$ cat src/jtb_consts.vh
/*
 * Constants of the test access port: instruction codes, scan lengths,
 * boundary chain positions and flash register layout.
 * Assumes inclusion by bare name from files of the jtb block.
 */
`ifndef JTB_CONSTS_VH
`define JTB_CONSTS_VH

`define JTB_IR_W 16
`define JTB_IR_RESET 16'h0000
`define JTB_IR_CAPTURE 16'h0001
`define JTB_IR_EXTEST 16'h0000
`define JTB_IR_SAMPLE 16'h0002
`define JTB_IR_IDCODE 16'h0004
`define JTB_IR_BYPASS 16'hffff
`define JTB_IR_FLCTRL 16'h0082
`define JTB_IR_FLDATA 16'h0083
`define JTB_IR_FLADDR 16'h0084
`define JTB_IR_FLSCALE 16'h0085

`define JTB_LEN_BS 7'd87
`define JTB_LEN_ID 7'd32
`define JTB_LEN_FLASH 7'd20
`define JTB_LEN_BYP 7'd1

`define JTB_BS_RSTOE 0
`define JTB_BS_RSTPIN 1
`define JTB_BS_XTAL 2
`define JTB_BS_PULLUP 3
`define JTB_BS_ADDR_LO 4
`define JTB_BS_ADDR_HI 11
`define JTB_BS_DATA_LO 12
`define JTB_BS_DATA_HI 19
`define JTB_BS_WR 20
`define JTB_BS_RD 21
`define JTB_BS_RMW 22
`define JTB_BS_PORT0 23
`define JTB_PORT_PINS 32

`define JTB_FL_OP_HI 19
`define JTB_FL_OP_LO 18
`define JTB_FL_OP_WRITE 2'b11
`define JTB_FL_WD_HI 17

`define JTB_SYNC_W 37

`endif

$ cat src/jtb_pin_sync.v
/*
 * Two-stage synchroniser for a group of levels from outside ref_clk.
 * Assumes each bit is a slow level or a clock far below ref_clk.
 */
`timescale 1ns/10ps
module jtb_pin_sync #(
    parameter W = 1
) (
    input wire ref_clk,
    input wire rstn,
    input wire [W-1:0] asyncIn,
    output reg [W-1:0] syncOut_q
);
    reg [W-1:0] meta_q;

    // first stage feeds nothing but the second
    always @(posedge ref_clk or negedge rstn) begin
        if (!rstn) begin
            meta_q <= {W{1'b0}};
            syncOut_q <= {W{1'b0}};
        end else begin
            meta_q <= asyncIn;
            syncOut_q <= meta_q;
        end
    end
endmodule // jtb_pin_sync

$ cat src/jtb_tap_core.v
/*
 * Test access port with instruction register, boundary scan chain,
 * bypass, identification and four flash-access data registers.
 * Assumes tck, tms, tdi and all pins are asynchronous to ref_clk and
 * tck runs well below a quarter of ref_clk; core-side signals are on ref_clk.
 */
`timescale 1ns/10ps
`include "jtb_consts.vh"
module jtb_tap_core #(
    parameter [31:0] ID_VALUE = 32'h00000001, // arbitrary value, lsb one as usual
    parameter FLASH_ADDR_W = 16
) (
    input wire ref_clk,
    input wire rstn,
    input wire tck,
    input wire tms,
    input wire tdi,
    output reg tdo_q,
    output reg tdoOe_n_q,
    input wire rstPinIn,
    output reg rstPinOut_q,
    output reg rstPinOe_n_q,
    input wire xtalPinIn,
    input wire [31:0] portPinIn,
    output reg [31:0] portPinOut_q,
    output reg [31:0] portPinOe_n_q,
    input wire coreRstDriveEn,
    input wire corePullupEn,
    input wire [31:0] corePortOut,
    input wire [31:0] corePortOe,
    input wire [7:0] coreBusAddr,
    input wire [7:0] coreBusWrData,
    input wire coreBusWr,
    input wire coreBusRd,
    input wire coreBusRmw,
    input wire [7:0] busRdData,
    output reg pullupEn_q,
    output reg [7:0] busAddr_q,
    output reg [7:0] busWrData_q,
    output reg busWr_q,
    output reg busRd_q,
    output reg busRmw_q,
    output reg coreRstLevel_q,
    output reg coreXtalLevel_q,
    output reg [31:0] corePinLevel_q,
    output reg [15:0] instr_q,
    output reg [7:0] flashCtrl_q,
    output reg [7:0] flashData_q,
    output reg [FLASH_ADDR_W-1:0] flashAddr_q,
    output reg [7:0] flashScale_q
);
    localparam [3:0] ST_RESET = 4'h0;
    localparam [3:0] ST_IDLE = 4'h1;
    localparam [3:0] ST_SELDR = 4'h2;
    localparam [3:0] ST_CAPDR = 4'h3;
    localparam [3:0] ST_SHDR = 4'h4;
    localparam [3:0] ST_EX1DR = 4'h5;
    localparam [3:0] ST_PAUDR = 4'h6;
    localparam [3:0] ST_EX2DR = 4'h7;
    localparam [3:0] ST_UPDR = 4'h8;
    localparam [3:0] ST_SELIR = 4'h9;
    localparam [3:0] ST_CAPIR = 4'ha;
    localparam [3:0] ST_SHIR = 4'hb;
    localparam [3:0] ST_EX1IR = 4'hc;
    localparam [3:0] ST_PAUIR = 4'hd;
    localparam [3:0] ST_EX2IR = 4'he;
    localparam [3:0] ST_UPIR = 4'hf;

    // scan length of the register that an instruction selects
    function [6:0] jtbSelLen;
        input [15:0] ir;
        begin
            case (ir)
                `JTB_IR_EXTEST,
                `JTB_IR_SAMPLE: jtbSelLen = `JTB_LEN_BS;
                `JTB_IR_IDCODE: jtbSelLen = `JTB_LEN_ID;
                `JTB_IR_FLCTRL,
                `JTB_IR_FLDATA,
                `JTB_IR_FLADDR,
                `JTB_IR_FLSCALE: jtbSelLen = `JTB_LEN_FLASH;
                default: jtbSelLen = `JTB_LEN_BYP;
            endcase
        end
    endfunction

    // shift one place toward bit 0, new bit enters at the top of the selected length
    function [86:0] jtbShiftDr;
        input [86:0] sr;
        input bitIn;
        input [6:0] len;
        integer i;
        reg [6:0] top;
        begin
            top = len - 7'd1;
            for (i = 0; i < 87; i = i + 1) begin
                if (i == top)
                    jtbShiftDr[i] = bitIn;
                else if (i < 86)
                    jtbShiftDr[i] = sr[i+1];
                else
                    jtbShiftDr[i] = 1'b0;
            end
        end
    endfunction

    // tap state transition on a test clock rising edge
    function [3:0] jtbNext;
        input [3:0] st;
        input m;
        begin
            case (st)
                ST_RESET: jtbNext = m ? ST_RESET : ST_IDLE;
                ST_IDLE: jtbNext = m ? ST_SELDR : ST_IDLE;
                ST_SELDR: jtbNext = m ? ST_SELIR : ST_CAPDR;
                ST_CAPDR: jtbNext = m ? ST_EX1DR : ST_SHDR;
                ST_SHDR: jtbNext = m ? ST_EX1DR : ST_SHDR;
                ST_EX1DR: jtbNext = m ? ST_UPDR : ST_PAUDR;
                ST_PAUDR: jtbNext = m ? ST_EX2DR : ST_PAUDR;
                ST_EX2DR: jtbNext = m ? ST_UPDR : ST_SHDR;
                ST_UPDR: jtbNext = m ? ST_SELDR : ST_IDLE;
                ST_SELIR: jtbNext = m ? ST_RESET : ST_CAPIR;
                ST_CAPIR: jtbNext = m ? ST_EX1IR : ST_SHIR;
                ST_SHIR: jtbNext = m ? ST_EX1IR : ST_SHIR;
                ST_EX1IR: jtbNext = m ? ST_UPIR : ST_PAUIR;
                ST_PAUIR: jtbNext = m ? ST_EX2IR : ST_PAUIR;
                ST_EX2IR: jtbNext = m ? ST_UPIR : ST_SHIR;
                ST_UPIR: jtbNext = m ? ST_SELDR : ST_IDLE;
                default: jtbNext = ST_RESET;
            endcase
        end
    endfunction

    // chain positions of port pin k: output enable, then the pin level just above it
    function integer jtbOeBit;
        input integer k;
        begin
            jtbOeBit = `JTB_BS_PORT0 + 2 * k;
        end
    endfunction

    function integer jtbPinBit;
        input integer k;
        begin
            jtbPinBit = jtbOeBit(k) + 1;
        end
    endfunction

    wire [`JTB_SYNC_W-1:0] syncIn;
    wire [`JTB_SYNC_W-1:0] syncOut;
    wire tckS;
    wire tmsS;
    wire tdiS;
    wire rstPinS;
    wire xtalS;
    wire [31:0] portPinS;

    assign syncIn = {portPinIn, xtalPinIn, rstPinIn, tdi, tms, tck};

    jtb_pin_sync #(
        .W(`JTB_SYNC_W)
    ) u_sync (
        .ref_clk(ref_clk),
        .rstn(rstn),
        .asyncIn(syncIn),
        .syncOut_q(syncOut)
    );

    assign tckS = syncOut[0];
    assign tmsS = syncOut[1];
    assign tdiS = syncOut[2];
    assign rstPinS = syncOut[3];
    assign xtalS = syncOut[4];
    assign portPinS = syncOut[36:5];

    reg tckPrev_q;
    reg [3:0] state_q;
    reg [15:0] irShift_q;
    reg [86:0] drShift_q;
    reg [86:0] bsUpd_q;
    reg [86:0] capVec;
    reg [86:0] drCapture;

    wire tckRise;
    wire tckFall;
    wire [6:0] selLen;
    wire extest;
    wire bsSelected;
    wire flashWrite;
    wire [`JTB_FL_WD_HI:0] flashWd;

    // edges found from the synchronised copy; tck is only an input here
    assign tckRise = tckS & ~tckPrev_q;
    assign tckFall = ~tckS & tckPrev_q;
    assign selLen = jtbSelLen(instr_q);
    assign extest = (instr_q == `JTB_IR_EXTEST);
    assign bsSelected = extest | (instr_q == `JTB_IR_SAMPLE);
    assign flashWrite = (drShift_q[`JTB_FL_OP_HI:`JTB_FL_OP_LO] == `JTB_FL_OP_WRITE);
    assign flashWd = drShift_q[`JTB_FL_WD_HI:0];

    // boundary capture image, lsb first on every bus
    always @* begin : capture_build
        integer k;
        k = 0;
        capVec = 87'h0;
        capVec[`JTB_BS_RSTOE] = coreRstDriveEn;
        capVec[`JTB_BS_RSTPIN] = rstPinS;
        capVec[`JTB_BS_XTAL] = xtalS;
        capVec[`JTB_BS_PULLUP] = corePullupEn;
        capVec[`JTB_BS_ADDR_HI:`JTB_BS_ADDR_LO] = coreBusAddr;
        capVec[`JTB_BS_DATA_HI:`JTB_BS_DATA_LO] = busRdData;
        capVec[`JTB_BS_WR] = coreBusWr;
        capVec[`JTB_BS_RD] = coreBusRd;
        capVec[`JTB_BS_RMW] = coreBusRmw;
        for (k = 0; k < `JTB_PORT_PINS; k = k + 1) begin
            capVec[jtbOeBit(k)] = corePortOe[k];
            capVec[jtbPinBit(k)] = portPinS[k];
        end
    end

    // value loaded in capture-dr; flash registers read back right-justified, busy low
    always @* begin
        drCapture = 87'h0;
        case (instr_q)
            `JTB_IR_EXTEST,
            `JTB_IR_SAMPLE: drCapture = capVec;
            `JTB_IR_IDCODE: drCapture[31:0] = ID_VALUE;
            `JTB_IR_FLCTRL: drCapture[8:1] = flashCtrl_q;
            `JTB_IR_FLDATA: drCapture[8:1] = flashData_q;
            `JTB_IR_FLADDR: drCapture[FLASH_ADDR_W:1] = flashAddr_q;
            `JTB_IR_FLSCALE: drCapture[8:1] = flashScale_q;
            default: drCapture = 87'h0;
        endcase
    end

    // tap controller and scan registers, stepped on test clock edges
    always @(posedge ref_clk or negedge rstn) begin
        if (!rstn) begin
            tckPrev_q <= 1'b0;
            state_q <= ST_RESET;
            irShift_q <= 16'h0000;
            instr_q <= `JTB_IR_RESET;
            drShift_q <= 87'h0;
            bsUpd_q <= 87'h0;
            flashCtrl_q <= 8'h00;
            flashData_q <= 8'h00;
            flashAddr_q <= {FLASH_ADDR_W{1'b0}};
            flashScale_q <= 8'h00;
            tdo_q <= 1'b0;
            tdoOe_n_q <= 1'b1;
        end else begin
            tckPrev_q <= tckS;
            if (tckRise) begin
                state_q <= jtbNext(state_q, tmsS);
                case (state_q)
                    ST_RESET: instr_q <= `JTB_IR_RESET;
                    ST_CAPIR: irShift_q <= `JTB_IR_CAPTURE;
                    ST_SHIR: irShift_q <= {tdiS, irShift_q[15:1]};
                    ST_UPIR: instr_q <= irShift_q;
                    ST_CAPDR: drShift_q <= drCapture;
                    ST_SHDR: drShift_q <= jtbShiftDr(drShift_q, tdiS, selLen);
                    ST_UPDR: begin
                        // sample/preload fills the latches too, pins follow only in extest
                        if (bsSelected)
                            bsUpd_q <= drShift_q;
                        // write data is left-justified; poll and read change nothing
                        if (flashWrite) begin
                            case (instr_q)
                                `JTB_IR_FLCTRL: flashCtrl_q <= flashWd[17:10];
                                `JTB_IR_FLDATA: flashData_q <= flashWd[17:10];
                                `JTB_IR_FLADDR: flashAddr_q <= flashWd[17:18-FLASH_ADDR_W];
                                `JTB_IR_FLSCALE: flashScale_q <= flashWd[17:10];
                                default: flashCtrl_q <= flashCtrl_q;
                            endcase
                        end
                    end
                    default: irShift_q <= irShift_q;
                endcase
            end
            // tdo changes on the falling edge so the far end samples it stably
            if (tckFall) begin
                if (state_q == ST_SHIR) begin
                    tdo_q <= irShift_q[0];
                    tdoOe_n_q <= 1'b0;
                end else if (state_q == ST_SHDR) begin
                    tdo_q <= drShift_q[0];
                    tdoOe_n_q <= 1'b0;
                end else begin
                    tdoOe_n_q <= 1'b1;
                end
            end
        end
    end

    // pin and bus drive; one ref_clk of latency so every output is a flop
    always @(posedge ref_clk or negedge rstn) begin : drive
        integer k;
        if (!rstn) begin
            rstPinOut_q <= 1'b0;
            rstPinOe_n_q <= 1'b1;
            pullupEn_q <= 1'b0;
            busAddr_q <= 8'h00;
            busWrData_q <= 8'h00;
            busWr_q <= 1'b0;
            busRd_q <= 1'b0;
            busRmw_q <= 1'b0;
            portPinOut_q <= 32'h00000000;
            portPinOe_n_q <= 32'hffffffff;
            coreRstLevel_q <= 1'b1;
            coreXtalLevel_q <= 1'b1;
            corePinLevel_q <= 32'hffffffff;
        end else if (extest) begin
            rstPinOe_n_q <= ~bsUpd_q[`JTB_BS_RSTOE];
            rstPinOut_q <= bsUpd_q[`JTB_BS_RSTPIN];
            pullupEn_q <= bsUpd_q[`JTB_BS_PULLUP];
            busAddr_q <= bsUpd_q[`JTB_BS_ADDR_HI:`JTB_BS_ADDR_LO];
            busWrData_q <= bsUpd_q[`JTB_BS_DATA_HI:`JTB_BS_DATA_LO];
            busWr_q <= bsUpd_q[`JTB_BS_WR];
            busRd_q <= bsUpd_q[`JTB_BS_RD];
            busRmw_q <= bsUpd_q[`JTB_BS_RMW];
            for (k = 0; k < `JTB_PORT_PINS; k = k + 1) begin
                portPinOe_n_q[k] <= ~bsUpd_q[jtbOeBit(k)];
                portPinOut_q[k] <= bsUpd_q[jtbPinBit(k)];
            end
            coreRstLevel_q <= 1'b1;
            coreXtalLevel_q <= 1'b1;
            corePinLevel_q <= 32'hffffffff;
        end else begin
            // reset pin is open-drain outside extest: here it only pulls low, extest can drive it high
            rstPinOe_n_q <= ~coreRstDriveEn;
            rstPinOut_q <= 1'b0;
            pullupEn_q <= corePullupEn;
            busAddr_q <= coreBusAddr;
            busWrData_q <= coreBusWrData;
            busWr_q <= coreBusWr;
            busRd_q <= coreBusRd;
            busRmw_q <= coreBusRmw;
            portPinOe_n_q <= ~corePortOe;
            portPinOut_q <= corePortOut;
            coreRstLevel_q <= rstPinS;
            coreXtalLevel_q <= xtalS;
            corePinLevel_q <= portPinS;
        end
    end
endmodule // jtb_tap_core

$ cat config.mk
export PLATFORM = sky130hd
export DESIGN_NAME = jtb_tap_core
export DESIGN_NICKNAME = d
export VERILOG_FILES = /design/src/jtb_pin_sync.v /design/src/jtb_tap_core.v
export VERILOG_INCLUDE_DIRS = /design/src
export SDC_FILE = /design/constraint.sdc
export NUM_CORES = 1
export LEC_CHECK = 0
export ABC_AREA = 1
export BUFFER_PORTS_ARGS = -buffer_cell sky130_fd_sc_hd__buf_4
export CAP_MARGIN = 25
export CORE_MARGIN = 4
export CORE_UTILIZATION = 58
export CTS_BUF_LIST = sky130_fd_sc_hd__clkbuf_8
export DETAILED_ROUTE_END_ITERATION = 16
export PLACE_DENSITY = 0.9
export SETUP_SLACK_MARGIN = 0.02
export SYNTH_ARGS = -nofsm -noshare
export SYNTH_HDL_FRONTEND = slang
export SYNTH_SLANG_ARGS = --single-unit
export TNS_END_PERCENT = 100
$ cat constraint.sdc
create_clock -name ref_clk -period 2.15 [get_ports ref_clk]
set_input_delay 0.5375 -clock ref_clk [delete_from_list [all_inputs] [get_ports ref_clk]]
set_output_delay 0.5375 -clock ref_clk [all_outputs]
set_load 0.02 [all_outputs]
==> qor.json <==
{
  "synthesis": {
    "number_of_enable_flip_flop_cells_after_synthesis": 0,
    "postSynthNetCount": 1860,
    "synth_area_um2": 17100,
    "ys.warnings.count": 0,
    "post_synth_and_or_nand_nor_area_fraction_pct": 14.0,
    "synthXorXnorAreaFrac_pct": 0,
    "syn_area_per_cell_um2": 9.91,
    "synth_top_family_by_area": "simple AND/OR/NAND/NOR gates",
    "synth-compound-area-share_pct": 13.8,
    "leading_register_cell_type_out_of_synthesis": "sky130_fd_sc_hd__dfrtp_1",
    "yosys-mux-area-fraction_pct": 0.197,
    "asyncSetResetFlopFracSynth_pct": 100,
    "synthCells": 1728,
    "synth-seq-area-share_pct": 65.7,
    "ys_types": 30,
    "postSynthRegisterBits": 446,
    "synthesized_area_fraction_occupied_by_adder_cells_pct": 0
  },
  "power_and_ir_drop": {
    "power.switching_fraction_pct": 32.6,
    "totalPowerFinal_w": 0.0250,
    "seq_power_share_pct": 47.1,
    "pwr_density_cell_nw_per_um2": 1140,
    "power.combinational.fraction_pct": 23.6,
    "intPower_w": 0.0168,
    "clock_power_share_pct": 29.3,
    "p_leak_nw": 10.5,
    "total_switching_power_w": 0.00814,
    "power.ir.vdd_worst_uv": 600
  },
  "die": {
    "coreArea_um2": 28900,
    "num_rows": 62,
    "fp.dieH_um": 180,
    "pin_count": 310,
    "die_width_um": 180,
    "initial_utilization_pct": 59.2,
    "die_area_um2": 32300
  },
  "min_path": {
    "hold_class": "in -> reg"
  },
  "clocking": {
    "tritoncts_clock_tree": "built",
    "cts_max_path_buffers": 3,
    "htree_num_levels": 3,
    "clock_sinks": 446,
    "worst_skew_pair.late_latency_ns": 0.58,
    "tritoncts.num_buffers": 70,
    "clk_transition_reported_paths_ns": 0.06,
    "clk_root_buffer_cell": "sky130_fd_sc_hd__clkbuf_8"
  },
  "global_routing": {
    "met3_demand_to_capacity_share_in_global_routing_pct": 6.35,
    "grt-busiest-layer": "met2",
    "initial_antenna_violation_count": 1,
    "use_met2_pct": 48.1,
    "grt_first_pass_wirelength_mm": 77.7,
    "grt.total_usage_pct": 29.6,
    "overflow": 0,
    "grt_max_degree": 102,
    "first_global_vias": 14500,
    "grt_util_met1_pct": 38.6
  },
  "critical_path": {
    "worstPathArrival_ns": 2.57,
    "timing.critical_path.fanout_max": 43,
    "critPathCaptureType": "flip-flop",
    "crit_type": "reg -> reg",
    "worstSetupStartpointType": "flip-flop",
    "worst-r2r-setup-slack_ns": 0.05,
    "cp.required_ns": 2.62
  },
  "sta": {
    "slew_headroom_pct": 58.2,
    "worstMarginPinSlew_ns": 0.627,
    "clock-skew-final_ns": 0.0265,
    "tns_ns": 0,
    "final_period_minus_worst_setup_slack_ns": 2.10,
    "final-setup-viol-count": 0,
    "final_critical_path_setup_slack_ns": 0.0459,
    "timing_hold_violations_final": 0,
    "post-route-period-util_pct": 97.9,
    "slew_violations": 0,
    "fmax_mhz": 475
  },
  "drt": {
    "detailedRoute.firstPassIterationCount": 7,
    "wl_per_cell_um": 20.5,
    "drtIter0Drc": 1830,
    "detail_route.drc_violations": 0,
    "wl_mm": 51.2,
    "viasPerCell": 5.80,
    "final_antenna_net_count": 0,
    "num_vias": 14500
  },
  "cells_and_area": {
    "filler_cell_count": 1856,
    "fin_nets": 2195,
    "drive_above_1_share_pct": 27.8,
    "layout.core_utilization_pct": 75.3,
    "multi_input_area_um2": 4870,
    "area_growth_syn_to_layout_pct": 27.3,
    "ff_latch_area_um2": 11200,
    "layout.cells.non_filler": 2502
  },
  "run": {
    "max_cap_viol_count": 0
  },
  "placed_design": {
    "io_buffer_count": 309,
    "preCtsSetupSlack_ns": -0.159,
    "gp_congestion": 0.923,
    "dp_cells": 2362,
    "place_hpwl_mm": 32.9
  },
  "outcome": {
    "outcome": "finished, final reports clean"
  }
}
[Yosys cell counts, types with 2 or more instances]
| library cell | count | share of area [%] |
|---|---|---|
| sky130_fd_sc_hd__a22oi_1 | 5 | 0.22 |
| sky130_fd_sc_hd__nand3_1 | 38 | 1.1 |
| sky130_fd_sc_hd__o21ai_1 | 56 | 1.6 |
| sky130_fd_sc_hd__o21ai_0 | 220 | 6.4 |
| sky130_fd_sc_hd__a41oi_1 | 2 | 0.10 |
| sky130_fd_sc_hd__a31oi_1 | 10 | 0.37 |
| sky130_fd_sc_hd__or2_2 | 31 | 1.1 |
| sky130_fd_sc_hd__mux2_1 | 3 | 0.20 |
| sky130_fd_sc_hd__inv_1 | 156 | 3.4 |
| sky130_fd_sc_hd__nand4_1 | 75 | 2.7 |
| sky130_fd_sc_hd__nand2_1 | 292 | 6.4 |
| sky130_fd_sc_hd__a21oi_1 | 145 | 4.2 |
| sky130_fd_sc_hd__o22ai_1 | 17 | 0.62 |
| sky130_fd_sc_hd__o211ai_1 | 2 | 0.088 |
| sky130_fd_sc_hd__dfstp_2 | 68 | 10 |
| sky130_fd_sc_hd__dfrtp_1 | 378 | 55 |
| sky130_fd_sc_hd__nor2_1 | 103 | 2.3 |
| sky130_fd_sc_hd__clkinv_1 | 4 | 0.088 |
| sky130_fd_sc_hd__buf_2 | 33 | 0.96 |
| sky130_fd_sc_hd__buf_4 | 5 | 0.22 |
| sky130_fd_sc_hd__inv_2 | 3 | 0.066 |
| sky130_fd_sc_hd__nor3_1 | 5 | 0.15 |
| sky130_fd_sc_hd__clkbuf_1 | 68 | 1.5 |
| sky130_fd_sc_hd__buf_1 | 3 | 0.066 |
[state kept, by name, summed over array words and instances (netlist names), 32 cells and up]
name	cells
u_sync.meta_q	37
portPinOut_q	32
corePinLevel_q	32
portPinOe_n_q	32
drShift_q	87
u_sync.syncOut_q	37
bsUpd_q	86
[layer usage]
layer	part of all wire, %	vias up
li1	-	6381
met1	37	7047
met2	48	908
met3	10	169
met4	4.7	0
met5	0	-
[power groups by stage]
stage          Combinational, W  Sequential [W]  Clock [W]
4_1_cts                 0.00581          0.0117    0.00739
6_report                0.00588          0.0118    0.00731
2_1_floorplan           0.00266          0.0122          0
5_1_grt                 0.00639          0.0120    0.00777
3_5_place_dp            0.00576          0.0118          0
3_3_place_gp            0.00550          0.0117          0
[layout by cell type, fill, tap and decap left out, types with 4 or more instances in the layout]
cell,instances
sky130_fd_sc_hd__o21ai_1,58
sky130_fd_sc_hd__a21oi_1,145
sky130_fd_sc_hd__clkinv_2,7
sky130_fd_sc_hd__a22oi_1,5
sky130_fd_sc_hd__buf_8,4
sky130_fd_sc_hd__nand4_1,75
sky130_fd_sc_hd__dfstp_2,68
sky130_fd_sc_hd__inv_1,181
sky130_fd_sc_hd__nor3_1,4
sky130_fd_sc_hd__o22ai_1,17
sky130_fd_sc_hd__dfrtp_1,378
sky130_fd_sc_hd__or2_2,31
sky130_fd_sc_hd__buf_12,13
sky130_fd_sc_hd__nand3_1,38
sky130_fd_sc_hd__clkbuf_8,87
sky130_fd_sc_hd__clkbuf_16,5
sky130_fd_sc_hd__buf_6,4
sky130_fd_sc_hd__a31oi_1,10
sky130_fd_sc_hd__nor2_2,5
sky130_fd_sc_hd__o21ai_0,218
sky130_fd_sc_hd__nand2_1,287
sky130_fd_sc_hd__nor2_1,98
sky130_fd_sc_hd__buf_4,343
[cell type report]
cell class	instances	share of cell area, %
diodes	2	0.0230
clock buffers	87	5.49
clock inverters	38	1.14
inverters	163	2.83
multi-input cells	1010	22.3
flip-flops and latches	446	51.6
well taps	384	2.20
repair buffers	372	14.4
[cells by family after synthesis]
family                 after synthesis
AOI/OAI and AO/OA                  459
buffers and inverters              272
and+or+nand+nor                    548
muxes                                3
DFF                                446
[path summary, 6_finish.rpt]
check / from / end / cells after the start
setup / recovery: state_q[1]$_DFFE_PN0P_ / drShift_q[58]$_DFFE_PN0P_ / 7
hold / removal: portPinIn[24] / u_sync.meta_q[29]$_DFF_PN0_ / 1
setup reg to reg: state_q[1]$_DFFE_PN0P_ / drShift_q[58]$_DFFE_PN0P_ / 7
hold reg to reg: u_sync.meta_q[28]$_DFF_PN0_ / u_sync.syncOut_q[28]$_DFF_PN0_ / 0
max in group asynchronous: rstn / portPinOe_n_q[31]$_DFF_PN1_ / 3
min in group asynchronous: rstn / drShift_q[79]$_DFFE_PN0P_ / 2
[metrics by stage]
| stage | area (um2) | hold slack [ns] |
|---|---|---|
| 6_report | 21800 | 0.0570 |
| 5_1_grt | 21800 | 0.0307 |
| 4_1_cts | 21500 | 0.0293 |
| 3_5_place_dp | 20100 | 0.335 |
| 3_3_place_gp | 20100 | 0.333 |
| 2_1_floorplan | 17100 | 0.242 |
[timing repair]
item,in CTS,in global routing
pin swaps,0,4
gates resized for setup,3,32
hold endpoints to repair,28,0
setup buffers,0,6
gates cloned,0,6
endpoints found under the setup margin,3,259
hold buffers,1,0
[worst max-delay path, stage by stage (launching register included)]
cell,delay (ns)
sky130_fd_sc_hd__dfrtp_1,0.47
sky130_fd_sc_hd__nor2_1,0.27
sky130_fd_sc_hd__nand2_4,0.07
sky130_fd_sc_hd__buf_4,0.23
sky130_fd_sc_hd__inv_2,0.30
sky130_fd_sc_hd__buf_12,0.28
sky130_fd_sc_hd__a21oi_1,0.11
sky130_fd_sc_hd__a21oi_1,0.24
(Power assumes the default switching activity.)
